===== src/pkg/acf_pkg.sv =====
// Constants, register map and carrier types of the calibration controller
package acf_pkg;

    localparam int ACF_CNT_W = 24;

    // Clock period and timing figures
    localparam int ACF_CLK_NS       = 40;
    localparam int ACF_DLY_SHORT_NS = 100_000;
    localparam int ACF_DLY_LONG_NS  = 10_000_000;
    localparam int ACF_CAL_RUN_NS   = 56_000;
    localparam logic [ACF_CNT_W-1:0] ACF_DLY_SHORT_CYC =
        ACF_CNT_W'((ACF_DLY_SHORT_NS + ACF_CLK_NS - 1) / ACF_CLK_NS);
    localparam logic [ACF_CNT_W-1:0] ACF_DLY_LONG_CYC =
        ACF_CNT_W'((ACF_DLY_LONG_NS + ACF_CLK_NS - 1) / ACF_CLK_NS);
    localparam logic [ACF_CNT_W-1:0] ACF_CAL_RUN_CYC =
        ACF_CNT_W'((ACF_CAL_RUN_NS + ACF_CLK_NS - 1) / ACF_CLK_NS);

    // Request pin qualification counts, in clock cycles
    localparam logic [7:0] ACF_T_CAL_L_CYC = 8'h50;
    localparam logic [7:0] ACF_T_CAL_H_CYC = 8'h50;

    // Register byte offsets
    localparam logic [7:0] ACF_OFS_CTRL   = 8'h00;
    localparam logic [7:0] ACF_OFS_STATUS = 8'h04;
    localparam logic [7:0] ACF_OFS_RESULT = 8'h08;

    // Control register fields and reset values
    localparam int         ACF_CTRL_DIV_BIT  = 0;
    localparam int         ACF_CTRL_CAL_BIT  = 1;
    localparam logic       ACF_CTRL_DIV_RST  = 1'b0;

    // Status register fields
    localparam int ACF_STAT_ACTIVE_BIT = 0;
    localparam int ACF_STAT_OOR_BIT    = 1;
    localparam int ACF_STAT_DONE_BIT   = 2;
    localparam int ACF_STAT_SKIP_BIT   = 3;
    localparam int ACF_STAT_FSR_BIT    = 4;

    // Result register fields
    localparam int ACF_RES_I_LSB = 0;
    localparam int ACF_RES_Q_LSB = 8;

    // Output data clock divider counts, minus one
    localparam logic [1:0] ACF_DIV_FAST = 2'h0;
    localparam logic [1:0] ACF_DIV_SLOW = 2'h3;

    localparam logic [7:0] ACF_CODE_MAX = 8'hFF;
    localparam logic [7:0] ACF_CODE_MIN = 8'h00;

    typedef struct packed {
        logic signed [9:0] i_val;
        logic signed [9:0] q_val;
    } acf_raw_t;

    typedef struct packed {
        logic [7:0] i_code;
        logic [7:0] q_code;
    } acf_sample_t;

    typedef enum logic [1:0] {
        ACF_ST_STRAP,
        ACF_ST_DELAY,
        ACF_ST_CAL,
        ACF_ST_IDLE
    } acf_state_t;

endpackage : acf_pkg


===== src/hdl/acf_ahb_slave.sv =====
// AHB-Lite slave front end for the calibration controller registers
module acf_ahb_slave
    import acf_pkg::*;
(
    input  wire logic        hclk,
    input  wire logic        hresetn,
    input  wire logic        hsel,
    input  wire logic [31:0] haddr,
    input  wire logic [1:0]  htrans,
    input  wire logic        hwrite,
    input  wire logic [2:0]  hsize,
    input  wire logic [31:0] hwdata,
    input  wire logic        hready,
    output logic      [31:0] hrdata,
    output logic             hreadyout,
    output logic             hresp,
    input  wire logic [31:0] ctrl_word,
    input  wire logic [31:0] status_word,
    input  wire logic [31:0] result_word,
    output logic             ctrl_wr,
    output logic      [31:0] ctrl_wdata
);

    logic        wr_pend_q;
    logic [7:0]  wr_ofs_q;
    logic [31:0] hrdata_q;
    logic        take;
    logic [31:0] rd_mux;

    // Accept only address phases with a transfer (NONSEQ or SEQ)
    assign take      = hsel && htrans[1] && hready;
    assign rd_mux    = (haddr[7:0] == ACF_OFS_CTRL)   ? ctrl_word   :
                       (haddr[7:0] == ACF_OFS_STATUS) ? status_word :
                       (haddr[7:0] == ACF_OFS_RESULT) ? result_word :
                       32'h0000_0000;
    assign hreadyout  = 1'b1;
    assign hresp      = 1'b0;
    assign hrdata     = hrdata_q;
    assign ctrl_wr    = wr_pend_q && (wr_ofs_q == ACF_OFS_CTRL);
    assign ctrl_wdata = hwdata;

    always_ff @(posedge hclk or negedge hresetn)
    begin
        if (!hresetn)
        begin
            wr_pend_q <= 1'b0;
            wr_ofs_q  <= 8'h00;
            hrdata_q  <= 32'h0000_0000;
        end
        else
        begin
            wr_pend_q <= take && hwrite;
            if (take)
            begin
                wr_ofs_q <= haddr[7:0];
            end
            if (take && !hwrite)
            begin
                hrdata_q <= (haddr[31:8] == 24'h00_0000) ? rd_mux
                                                         : 32'h0000_0000;
            end
        end
    end

endmodule : acf_ahb_slave


===== src/hdl/acf_ctrl.sv =====
// Calibration sequencer, range flag and output clock gating of the converter
module acf_ctrl
    import acf_pkg::*;
#(
    parameter logic [ACF_CNT_W-1:0] DLY_LONG_CYC = ACF_DLY_LONG_CYC
)
(
    input  wire logic        hclk,
    input  wire logic        hresetn,
    input  wire logic        hsel,
    input  wire logic [31:0] haddr,
    input  wire logic [1:0]  htrans,
    input  wire logic        hwrite,
    input  wire logic [2:0]  hsize,
    input  wire logic [31:0] hwdata,
    input  wire logic        hready,
    output logic      [31:0] hrdata,
    output logic             hreadyout,
    output logic             hresp,
    input  wire logic        calibration_request,
    input  wire logic        calibration_delay_select,
    input  wire logic        power_down_input,
    input  wire logic        full_scale_select,
    input  wire logic        output_clock_reset,
    input  wire acf_raw_t    raw_result,
    output acf_sample_t      sample_out,
    output logic             out_of_range_pos,
    output logic             out_of_range_neg,
    output logic             calibration_active,
    output logic             full_scale_normal,
    output logic             output_data_clock
);

    function automatic logic [7:0] clip_code(input logic signed [9:0] v);
        if (v > $signed({2'b00, ACF_CODE_MAX}))
            clip_code = ACF_CODE_MAX;
        else if (v < $signed({2'b00, ACF_CODE_MIN}))
            clip_code = ACF_CODE_MIN;
        else
            clip_code = v[7:0];
    endfunction : clip_code

    function automatic logic outside(input logic signed [9:0] v);
        outside = (v > $signed({2'b00, ACF_CODE_MAX})) ||
                  (v < $signed({2'b00, ACF_CODE_MIN}));
    endfunction : outside

    acf_state_t             state_q;
    acf_state_t             state_d;
    logic [ACF_CNT_W-1:0]   cnt_q;
    logic [ACF_CNT_W-1:0]   cnt_d;
    logic [7:0]             low_cnt_q;
    logic [7:0]             high_cnt_q;
    logic                   armed_q;
    logic                   skipped_q;
    logic                   done_q;
    logic                   cal_active_q;
    logic                   div_sel_q;
    logic                   soft_cal_q;
    logic [1:0]             div_cnt_q;
    logic                   oclk_q;
    logic                   or_pos_q;
    logic                   or_neg_q;
    logic                   fsr_q;
    acf_sample_t            sample_q;

    logic                   ctrl_wr;
    logic [31:0]            ctrl_wdata;
    logic [31:0]            ctrl_word;
    logic [31:0]            status_word;
    logic [31:0]            result_word;
    logic [ACF_CNT_W-1:0]   dly_target;
    logic                   dly_done;
    logic                   cal_done;
    logic                   pin_trigger;
    logic                   start_cal;
    logic                   clip_now;
    logic [1:0]             div_top;
    logic                   div_tick;

    acf_ahb_slave u_bus (
        .hclk        (hclk),
        .hresetn     (hresetn),
        .hsel        (hsel),
        .haddr       (haddr),
        .htrans      (htrans),
        .hwrite      (hwrite),
        .hsize       (hsize),
        .hwdata      (hwdata),
        .hready      (hready),
        .hrdata      (hrdata),
        .hreadyout   (hreadyout),
        .hresp       (hresp),
        .ctrl_word   (ctrl_word),
        .status_word (status_word),
        .result_word (result_word),
        .ctrl_wr     (ctrl_wr),
        .ctrl_wdata  (ctrl_wdata)
    );

    assign ctrl_word   = {31'h0000_0000, div_sel_q};
    assign status_word = {27'h000_0000, fsr_q, skipped_q, done_q,
                          or_pos_q, cal_active_q};
    assign result_word = {16'h0000, sample_q.q_code, sample_q.i_code};

    // Delay length picked by the select input
    assign dly_target = calibration_delay_select ? DLY_LONG_CYC
                                                 : ACF_DLY_SHORT_CYC;
    assign dly_done   = (cnt_q == dly_target - 24'h00_0001);
    assign cal_done   = (cnt_q == ACF_CAL_RUN_CYC - 24'h00_0001);
    // Pin held low long enough, then high long enough
    assign pin_trigger = armed_q && calibration_request &&
                         (high_cnt_q == ACF_T_CAL_H_CYC - 8'h01);
    assign start_cal   = (state_q == ACF_ST_IDLE) &&
                         (pin_trigger || soft_cal_q);

    // Next state; the sequence counts clock edges only
    always_comb
    begin
        state_d = state_q;
        cnt_d   = cnt_q;
        case (state_q)
            ACF_ST_STRAP:
            begin
                cnt_d   = '0;
                state_d = calibration_request ? ACF_ST_IDLE
                                              : ACF_ST_DELAY;
            end
            ACF_ST_DELAY:
            begin
                if (!power_down_input)
                begin
                    cnt_d = cnt_q + 24'h00_0001;
                    if (dly_done)
                    begin
                        cnt_d   = '0;
                        state_d = ACF_ST_CAL;
                    end
                end
            end
            ACF_ST_CAL:
            begin
                cnt_d = cnt_q + 24'h00_0001;
                if (cal_done)
                begin
                    cnt_d   = '0;
                    state_d = ACF_ST_IDLE;
                end
            end
            ACF_ST_IDLE:
            begin
                cnt_d = '0;
                if (start_cal)
                begin
                    state_d = ACF_ST_CAL;
                end
            end
            default:
            begin
                cnt_d   = '0;
                state_d = ACF_ST_STRAP;
            end
        endcase
    end

    always_ff @(posedge hclk or negedge hresetn)
    begin
        if (!hresetn)
        begin
            state_q      <= ACF_ST_STRAP;
            cnt_q        <= '0;
            cal_active_q <= 1'b0;
            skipped_q    <= 1'b0;
            done_q       <= 1'b0;
        end
        else
        begin
            state_q      <= state_d;
            cnt_q        <= cnt_d;
            cal_active_q <= (state_d == ACF_ST_CAL);
            if (state_q == ACF_ST_STRAP && calibration_request)
                skipped_q <= 1'b1;
            if (state_q == ACF_ST_CAL && cal_done)
                done_q <= 1'b1;
        end
    end

    // Request pin qualification in idle
    always_ff @(posedge hclk or negedge hresetn)
    begin
        if (!hresetn)
        begin
            low_cnt_q  <= 8'h00;
            high_cnt_q <= 8'h00;
            armed_q    <= 1'b0;
        end
        else if (state_q != ACF_ST_IDLE || start_cal)
        begin
            low_cnt_q  <= 8'h00;
            high_cnt_q <= 8'h00;
            armed_q    <= 1'b0;
        end
        else if (!calibration_request)
        begin
            high_cnt_q <= 8'h00;
            if (low_cnt_q == ACF_T_CAL_L_CYC - 8'h01)
                armed_q <= 1'b1;
            else
                low_cnt_q <= low_cnt_q + 8'h01;
        end
        else if (armed_q)
        begin
            high_cnt_q <= high_cnt_q + 8'h01;
        end
        else
        begin
            low_cnt_q <= 8'h00;
        end
    end

    // Control register; the calibrate bit is a self-clearing trigger
    always_ff @(posedge hclk or negedge hresetn)
    begin
        if (!hresetn)
        begin
            div_sel_q  <= ACF_CTRL_DIV_RST;
            soft_cal_q <= 1'b0;
        end
        else
        begin
            soft_cal_q <= ctrl_wr && ctrl_wdata[ACF_CTRL_CAL_BIT];
            if (ctrl_wr)
                div_sel_q <= ctrl_wdata[ACF_CTRL_DIV_BIT];
        end
    end

    // Output data clock, held still during calibration unless output_clock_reset clears it
    assign div_top  = div_sel_q ? ACF_DIV_SLOW : ACF_DIV_FAST;
    assign div_tick = (div_cnt_q == div_top);

    always_ff @(posedge hclk or negedge hresetn)
    begin
        if (!hresetn)
        begin
            div_cnt_q <= 2'h0;
            oclk_q    <= 1'b0;
        end
        else if (output_clock_reset)
        begin
            div_cnt_q <= 2'h0;
            oclk_q    <= 1'b0;
        end
        else
        begin
            div_cnt_q <= div_tick ? 2'h0 : div_cnt_q + 2'h1;
            if (div_tick && !cal_active_q)
                oclk_q <= !oclk_q;
        end
    end

    // Clipped sample buses and range flag
    assign clip_now = outside(raw_result.i_val) ||
                      outside(raw_result.q_val);

    always_ff @(posedge hclk or negedge hresetn)
    begin
        if (!hresetn)
        begin
            sample_q <= '0;
            or_pos_q <= 1'b0;
            or_neg_q <= 1'b1;
            fsr_q    <= 1'b1;
        end
        else
        begin
            sample_q.i_code <= clip_code(raw_result.i_val);
            sample_q.q_code <= clip_code(raw_result.q_val);
            or_pos_q        <= clip_now;
            or_neg_q        <= !clip_now;
            fsr_q           <= full_scale_select;
        end
    end

    assign sample_out         = sample_q;
    assign out_of_range_pos   = or_pos_q;
    assign out_of_range_neg   = or_neg_q;
    assign calibration_active = cal_active_q;
    assign full_scale_normal  = fsr_q;
    assign output_data_clock  = oclk_q;
endmodule : acf_ctrl


===== config.mk =====
export PLATFORM = sky130hd
export DESIGN_NAME = acf_ctrl
export DESIGN_NICKNAME = d
export VERILOG_FILES = /design/src/pkg/acf_pkg.sv /design/src/hdl/acf_ahb_slave.sv /design/src/hdl/acf_ctrl.sv
export SDC_FILE = /design/constraint.sdc
export NUM_CORES = 1
export LEC_CHECK = 0
export BUFFER_PORTS_ARGS = -buffer_cell sky130_fd_sc_hd__buf_4
export CORE_UTILIZATION = 45
export DETAILED_ROUTE_END_ITERATION = 12
export PLACE_DENSITY_LB_ADDON = 0.08
export SETUP_SLACK_MARGIN = 0.2
export SLEW_MARGIN = 20
export SYNTH_ARGS = -nofsm -noshare
export SYNTH_HDL_FRONTEND = slang
export SYNTH_SLANG_ARGS = --single-unit

===== constraint.sdc =====
create_clock -name hclk -period 2.13 [get_ports hclk]
set_input_delay 0.213 -clock hclk [delete_from_list [all_inputs] [get_ports hclk]]
set_output_delay 0.213 -clock hclk [all_outputs]
set_load 0.005 [all_outputs]

# Word-level counts from Yosys, hierarchy flattened
# Index checks and enable logic that the tools add are counted.
# Widths: inputs -> output; s select.
[word_totals]
register_bits = 111
inputBits = 99
out_inout_bits = 55
[op_classes]
add_sub_neg = 5
magnitude_cmp = 4
n_eq_ne = 17
mux = 34
n_reduce_logical = 30
[op_table]
columns = ["cell", "n"]
rows = [
  ["$mux 32", 3],
  ["$mux 8", 11],
  ["$mux 24", 3],
  ["$pmux 24 s3", 1],
  ["$add 24x1->24 const B", 1],
  ["$eq 24x11->1 const B", 1],
  ["$eq 24x24->1", 1],
  ["$logic_not 24->1", 1],
  ["$gt 10x9->1 const B", 2],
  ["$lt 10x1->1 const B", 2],
  ["$sub 18x1->19 const B", 1],
  ["$mux 18", 1],
  ["$add 8x1->8 const B", 2],
  ["$eq 8x7->1 const B", 2],
  ["$logic_not 8->1", 2],
  ["$mux 16", 1],
  ["$mux 2", 8],
  ["$logic_and 1x1->1", 12],
  ["$eq 8x3->1 const B", 1],
  ["$eq 8x4->1 const B", 1],
  ["$pmux 2 s4", 1],
  ["$eq 2x2->1 const B", 3],
  ["$logic_or 1x1->1", 5],
  ["$mux 1", 5],
  ["13 further kinds", 19],
]

# Depth between registers and ports, before layout
[depth]
word_depth = 7
mapped_depth = 7
ltp_nobuf = 6

# Modules after synthesis
# Synthesis repeated with hierarchy kept, for this count alone.
[hier_totals]
hier_cells = 642
area_unflattened_um2 = 6175.9
[by_module_without_submodules]
columns = ["module", "instances", "cells_per_inst", "area_each_um2", "seq_area_each_um2"]
rows = [
  ["acf_ctrl", 1, 320, 3255.6, 1754.2],
  ["acf_ahb_slave", 1, 322, 2920.3, 1026.0],
]

# Worst setup path before layout
# Ideal clock, no wire load.
[synth_path]
kind = "register -> register"
startpoint = "register cnt_q[14]"
endpoint = "register state_q[0]"
setup_ns = 0.131
arrival_time_ns = 1.932
t_required_ns = 1.999
setup_slack_ns = 0.067
path_stages_with_launch = 6
period_less_slack_ns = 2.063
path_cell_list = "dfrtp_1 > or4_4 > nor4_2 > o2111ai_1 > and2_1 > or3_1"
[synth_via]
elab_chain_cells = 4
elab_cells_between_ends = 6
cone_classes = "eq/ne (2); mux (4)"
[synth_lines]
columns = ["item", "line_no", "rtl"]
rows = [
  ["start: declaration", "acf_ctrl.sv:50", "logic [ACF_CNT_W-1:0] cnt_q;"],
  ["start signal: assignment", "acf_ctrl.sv:179", "cnt_q <= cnt_d;"],
  ["$eq 24x24->1", "acf_ctrl.sv:109", "assign dly_done = (cnt_q == dly_target - 24'h00_0001);"],
  ["$mux 2", "acf_ctrl.sv:134", "if (dly_done)"],
  ["$mux 2", "acf_ctrl.sv:131", "if (!power_down_input)"],
  ["$pmux 2 s4 *", "acf_ctrl.sv:122", "case (state_q)"],
  ["via state_d[0]", "acf_ctrl.sv:49", "acf_state_t state_d;"],
  ["end signal: assignment", "acf_ctrl.sv:178", "state_q <= state_d;"],
  ["end: declaration", "acf_ctrl.sv:48", "acf_state_t state_q;"],
]
# Mark *: on every way through the listed nets, which the timed path passes. The rest lies on a longest branch.
# A chain may end at the register's enable or synchronous reset.

# Worst setup path in the final report
[layout_path]
startpoint = "register cnt_q[12]"
endpoint = "register cnt_q[17]"
[layout_via]
elab_chain_cells = 4
elab_cells_between_ends = 7
cone_classes = "add/sub (1); eq/ne (2); mux (4)"
[layout_lines]
columns = ["item", "line_no"]
rows = [
  ["$add 24x1->24 / $eq 24x24->1 (equally long branches)", "acf_ctrl.sv:133, acf_ctrl.sv:143, acf_ctrl.sv:109"],
  ["$mux 24", "acf_ctrl.sv:134"],
  ["$mux 24", "acf_ctrl.sv:131"],
  ["$pmux 24 s3 *", "acf_ctrl.sv:122"],
]
# Every way passes the cells marked *; elsewhere a longest branch is shown, timed or not. The select of a mux whose other input is x is not followed.

==> results.txt <==
Outcome -> finished, final reports clean
Avg Synthesized Cell Area -> 10.25 um^2
Layout cell share with drive strength beyond 1 -> 31.10%
Reg2reg path depth -> 7
Top Metal Used -> met4
Hold Path Origin -> raw_result[0]
IO buf count -> 101
Max Slew Vio Count -> 0
Synth warnings -> 0
Post-synthesis cell area -> 4417 um^2
Top cells by count, synth -> dfrtp_1 (93), nor2_1 (85), xnor2_1 (26)
Met3 wire length -> 632 um
Setup WS pre-CTS -> 0.07181 ns
RSZ-0062 raised after global routing -> true
Fin nets -> 663
Critical Path Source Type -> register
WS Path Type -> register to register
Clock Latency Late Sink -> 0.36 ns
DR vias/cell -> 5.078
Main combinational cell family by area after synthesis -> simple AND/OR/NAND/NOR gates
Adder-cell share of the synthesized area -> 0.8499%
WHS Path Cells -> 3
CTS H-tree depth -> 3
Max Clk Rate -> 506.7 MHz
GRT Residual Overflow -> 0
Area leader, netlist -> dfrtp_1
Antenna viol nets, final -> 0
Ys async rst share -> 100.0%
DR vias -> 3529
Final hold viol count -> 0
Post-synthesis mux area share -> 2.748%
Drt initial violations -> 138
Area contributors post-synth -> dfrtp_1 (53%), nor2_1 (7.2%), xnor2_1 (5.2%)
Final setup vio count -> 0
Sequential fraction of the synthesis area -> 53.88%
CTS Buf Count -> 9
FF+latch count, synth -> 95
Diodes inserted -> 0
Synth Instances -> 431
Complex-gate fraction of the synthesized area -> 7.960%
DR WL/cell -> 14.65 um
Hold Path Class -> primary input to register
Largest net degree at the start of global routing -> 46
Most frequent cell after synthesis -> dfrtp_1
Die W -> 101.1 um
Total wire length -> 10.18 mm
Top FF cell, synth -> dfrtp_1
Leak -> 2.645 nW
Hold Crit Endpoint -> sample_out[0]
Synth top area share -> 52.69%
I/O pins -> 154
Final setup TNS -> 0 ns
Post-synthesis xor/xnor area fraction -> 6.742%
Worst R2R Setup Slack -> 0.16 ns
Max Cap Viol -> 0
Post-synth EDFFs -> 0
All-Layer GR Usage -> 21.28%
Simple-gate portion of the synthesized area -> 22.89%
P&R area growth vs syn -> 32.04%
R2R Path End -> cnt_q[17]
Yosys cell types -> 52
Vias in the first global route -> 3458
Crit path required time -> 2.38 ns
Routed length on met2 -> 4.860 mm
Final period utilization -> 92.66%
Max IR drop VDD -> 350.3 uV
RD Place Congestion -> 0.7710
# clock sinks -> 95
# rows -> 35
Clk_skew -> 0.007377 ns
# DRC -> 0
Worst Setup End Kind -> register
Worst-Margin Slew -> 0.5719 ns
Min Clock Period, post-route -> 1.974 ns
Worst r2r src -> cnt_q[12]
Die height -> 101.1 um
TritonRoute pass-1 iters -> 4
Critical Path AT -> 2.22 ns
Core area -> 9371 um^2
Clk slew on worst S/H paths -> 0.10 ns
Max Root-Sink Buffers -> 2
CP max FO -> 5
Fin worst setup slack -> 0.1564 ns
Pwr/cell area -> 611.7 nW/um^2
Headroom to the max-slew limit -> 61.87%
Root buffer cell -> clkbuf_8
Initial antenna violation count -> 0
Post-DP HPWL -> 7.336 mm
Die area -> 10220 um^2
Initial Util -> 47.13%
Met1 WL -> 4.511 mm
First-pass GRT wire length -> 16.74 mm
CTS tree -> yes
-- worst max-delay path: stages (launching register included) --
cell	delay [ns]
dfrtp_1	0.44
or3b_4	0.41
nor4_4	0.32
and2_4	0.22
a2bb2oi_4	0.15
buf_6	0.14
clkbuf_16	0.15
nor2_1	0.04
-- cell usage in the layout (no fill, tap or decap), types with 4 or more instances in the layout --
master / Yosys / routed
nor2_4: 0 / 5
mux2_2: 9 / 9
clkbuf_8: 0 / 10
conb_1: 2 / 18
a22o_1: 12 / 12
a22oi_1: 4 / 4
nor3_1: 9 / 8
and3_1: 4 / 4
a21oi_1: 5 / 5
o21ai_0: 11 / 10
and4_1: 5 / 5
dfrtp_1: 93 / 93
buf_4: 18 / 124
nor2b_1: 5 / 5
nor4_1: 15 / 14
nand4b_1: 4 / 4
nand4_1: 8 / 8
inv_1: 8 / 8
nor2_1: 85 / 77
nand2_1: 25 / 25
nand3_1: 15 / 15
xnor2_1: 26 / 26
nand2b_1: 8 / 8
xor2_1: 8 / 8
-- timing repair --
item	in CTS	in global routing
gates cloned	1	1
hold buffers	3	0
buffers inserted	7	3
setup endpoints to repair	25	27
pin swaps	4	7
endpoints found under the hold margin	43	0
gates resized for setup	1	16
-- per-layer routing --
metal	vias up	global-route usage [%]
met1	1677	28.10
met3	16	5.479
met2	115	33.91
met5	-	0
li1	1721	-
met4	0	7.581
-- state kept, by name (all words and copies together) (netlist names), 2 cells and up --
signal / flops
high_cnt_q: 8
low_cnt_q: 8
state_q: 2
cnt_q: 24
sample_out: 16
div_cnt_q: 2
u_bus.hrdata: 16
u_bus.wr_ofs_q: 8
-- per-stage QoR --
| stage | instances | area (um^2) | util, % | hold slack [ns] | power [mW] |
|---|---|---|---|---|---|
| finish | 695 | 5832 | 62.23 | 0.05744 | 3.567 |
| global route | 695 | 5832 | 62.23 | 0.04433 | 3.731 |
| CTS | 691 | 5737 | 61.21 | 0.04802 | 3.589 |
| detailed placement | 664 | 5413 | 57.76 | 0.2467 | 2.344 |
| global placement | 664 | 5413 | 57.76 | 0.2469 | 2.331 |
| floorplan | 447 | 4541 | - | -0.08259 | 2.135 |
-- where the power goes --
part / internal, mW / switching (mW) / leakage [nW] / total, mW
sequential: 1.88 / 0.0569 / 1.25 / 1.93
clock: 0.586 / 0.642 / 0.104 / 1.23
combinational: 0.220 / 0.186 / 1.29 / 0.406
-- how the worst max path moves through the flow --
stage / start / depth (start not counted) / slack (ns) / to
floorplan: cnt_q[15] / 5 / 0.20 / state_q[0]
global placement: cnt_q[14] / 6 / 0.09 / cnt_q[20]
detailed placement: cnt_q[14] / 6 / 0.07 / cnt_q[13]
CTS: cnt_q[15] / 6 / 0.16 / cnt_q[16]
global route: cnt_q[18] / 7 / 0.03 / cnt_q[12]
finish: cnt_q[12] / 7 / 0.16 / cnt_q[17]
-- layout make-up --
type	count	area, um^2
Fill cell	791	3540
Timing Repair Buffer	132	1065
Clock inverter	5	65.06
Inverter	8	30.03
Tap cell	129	161.4
Clock buffer	11	141.4
Sequential cell	95	2380
Multi-Input combinational cell	315	1989
-- cell families after synthesis --
| group | count (synthesis) |
|---|---|
| AND/OR/NAND/NOR | 201 |
| adder cells (fa/ha/maj) | 3 |
| multiplexers | 11 |
| flip-flops | 95 |
| buffers and inverters | 37 |
| other | 2 |
| XOR/XNOR | 34 |
| AO/OA/AOI/OAI | 48 |
Power figures use the tool's default switching activity.
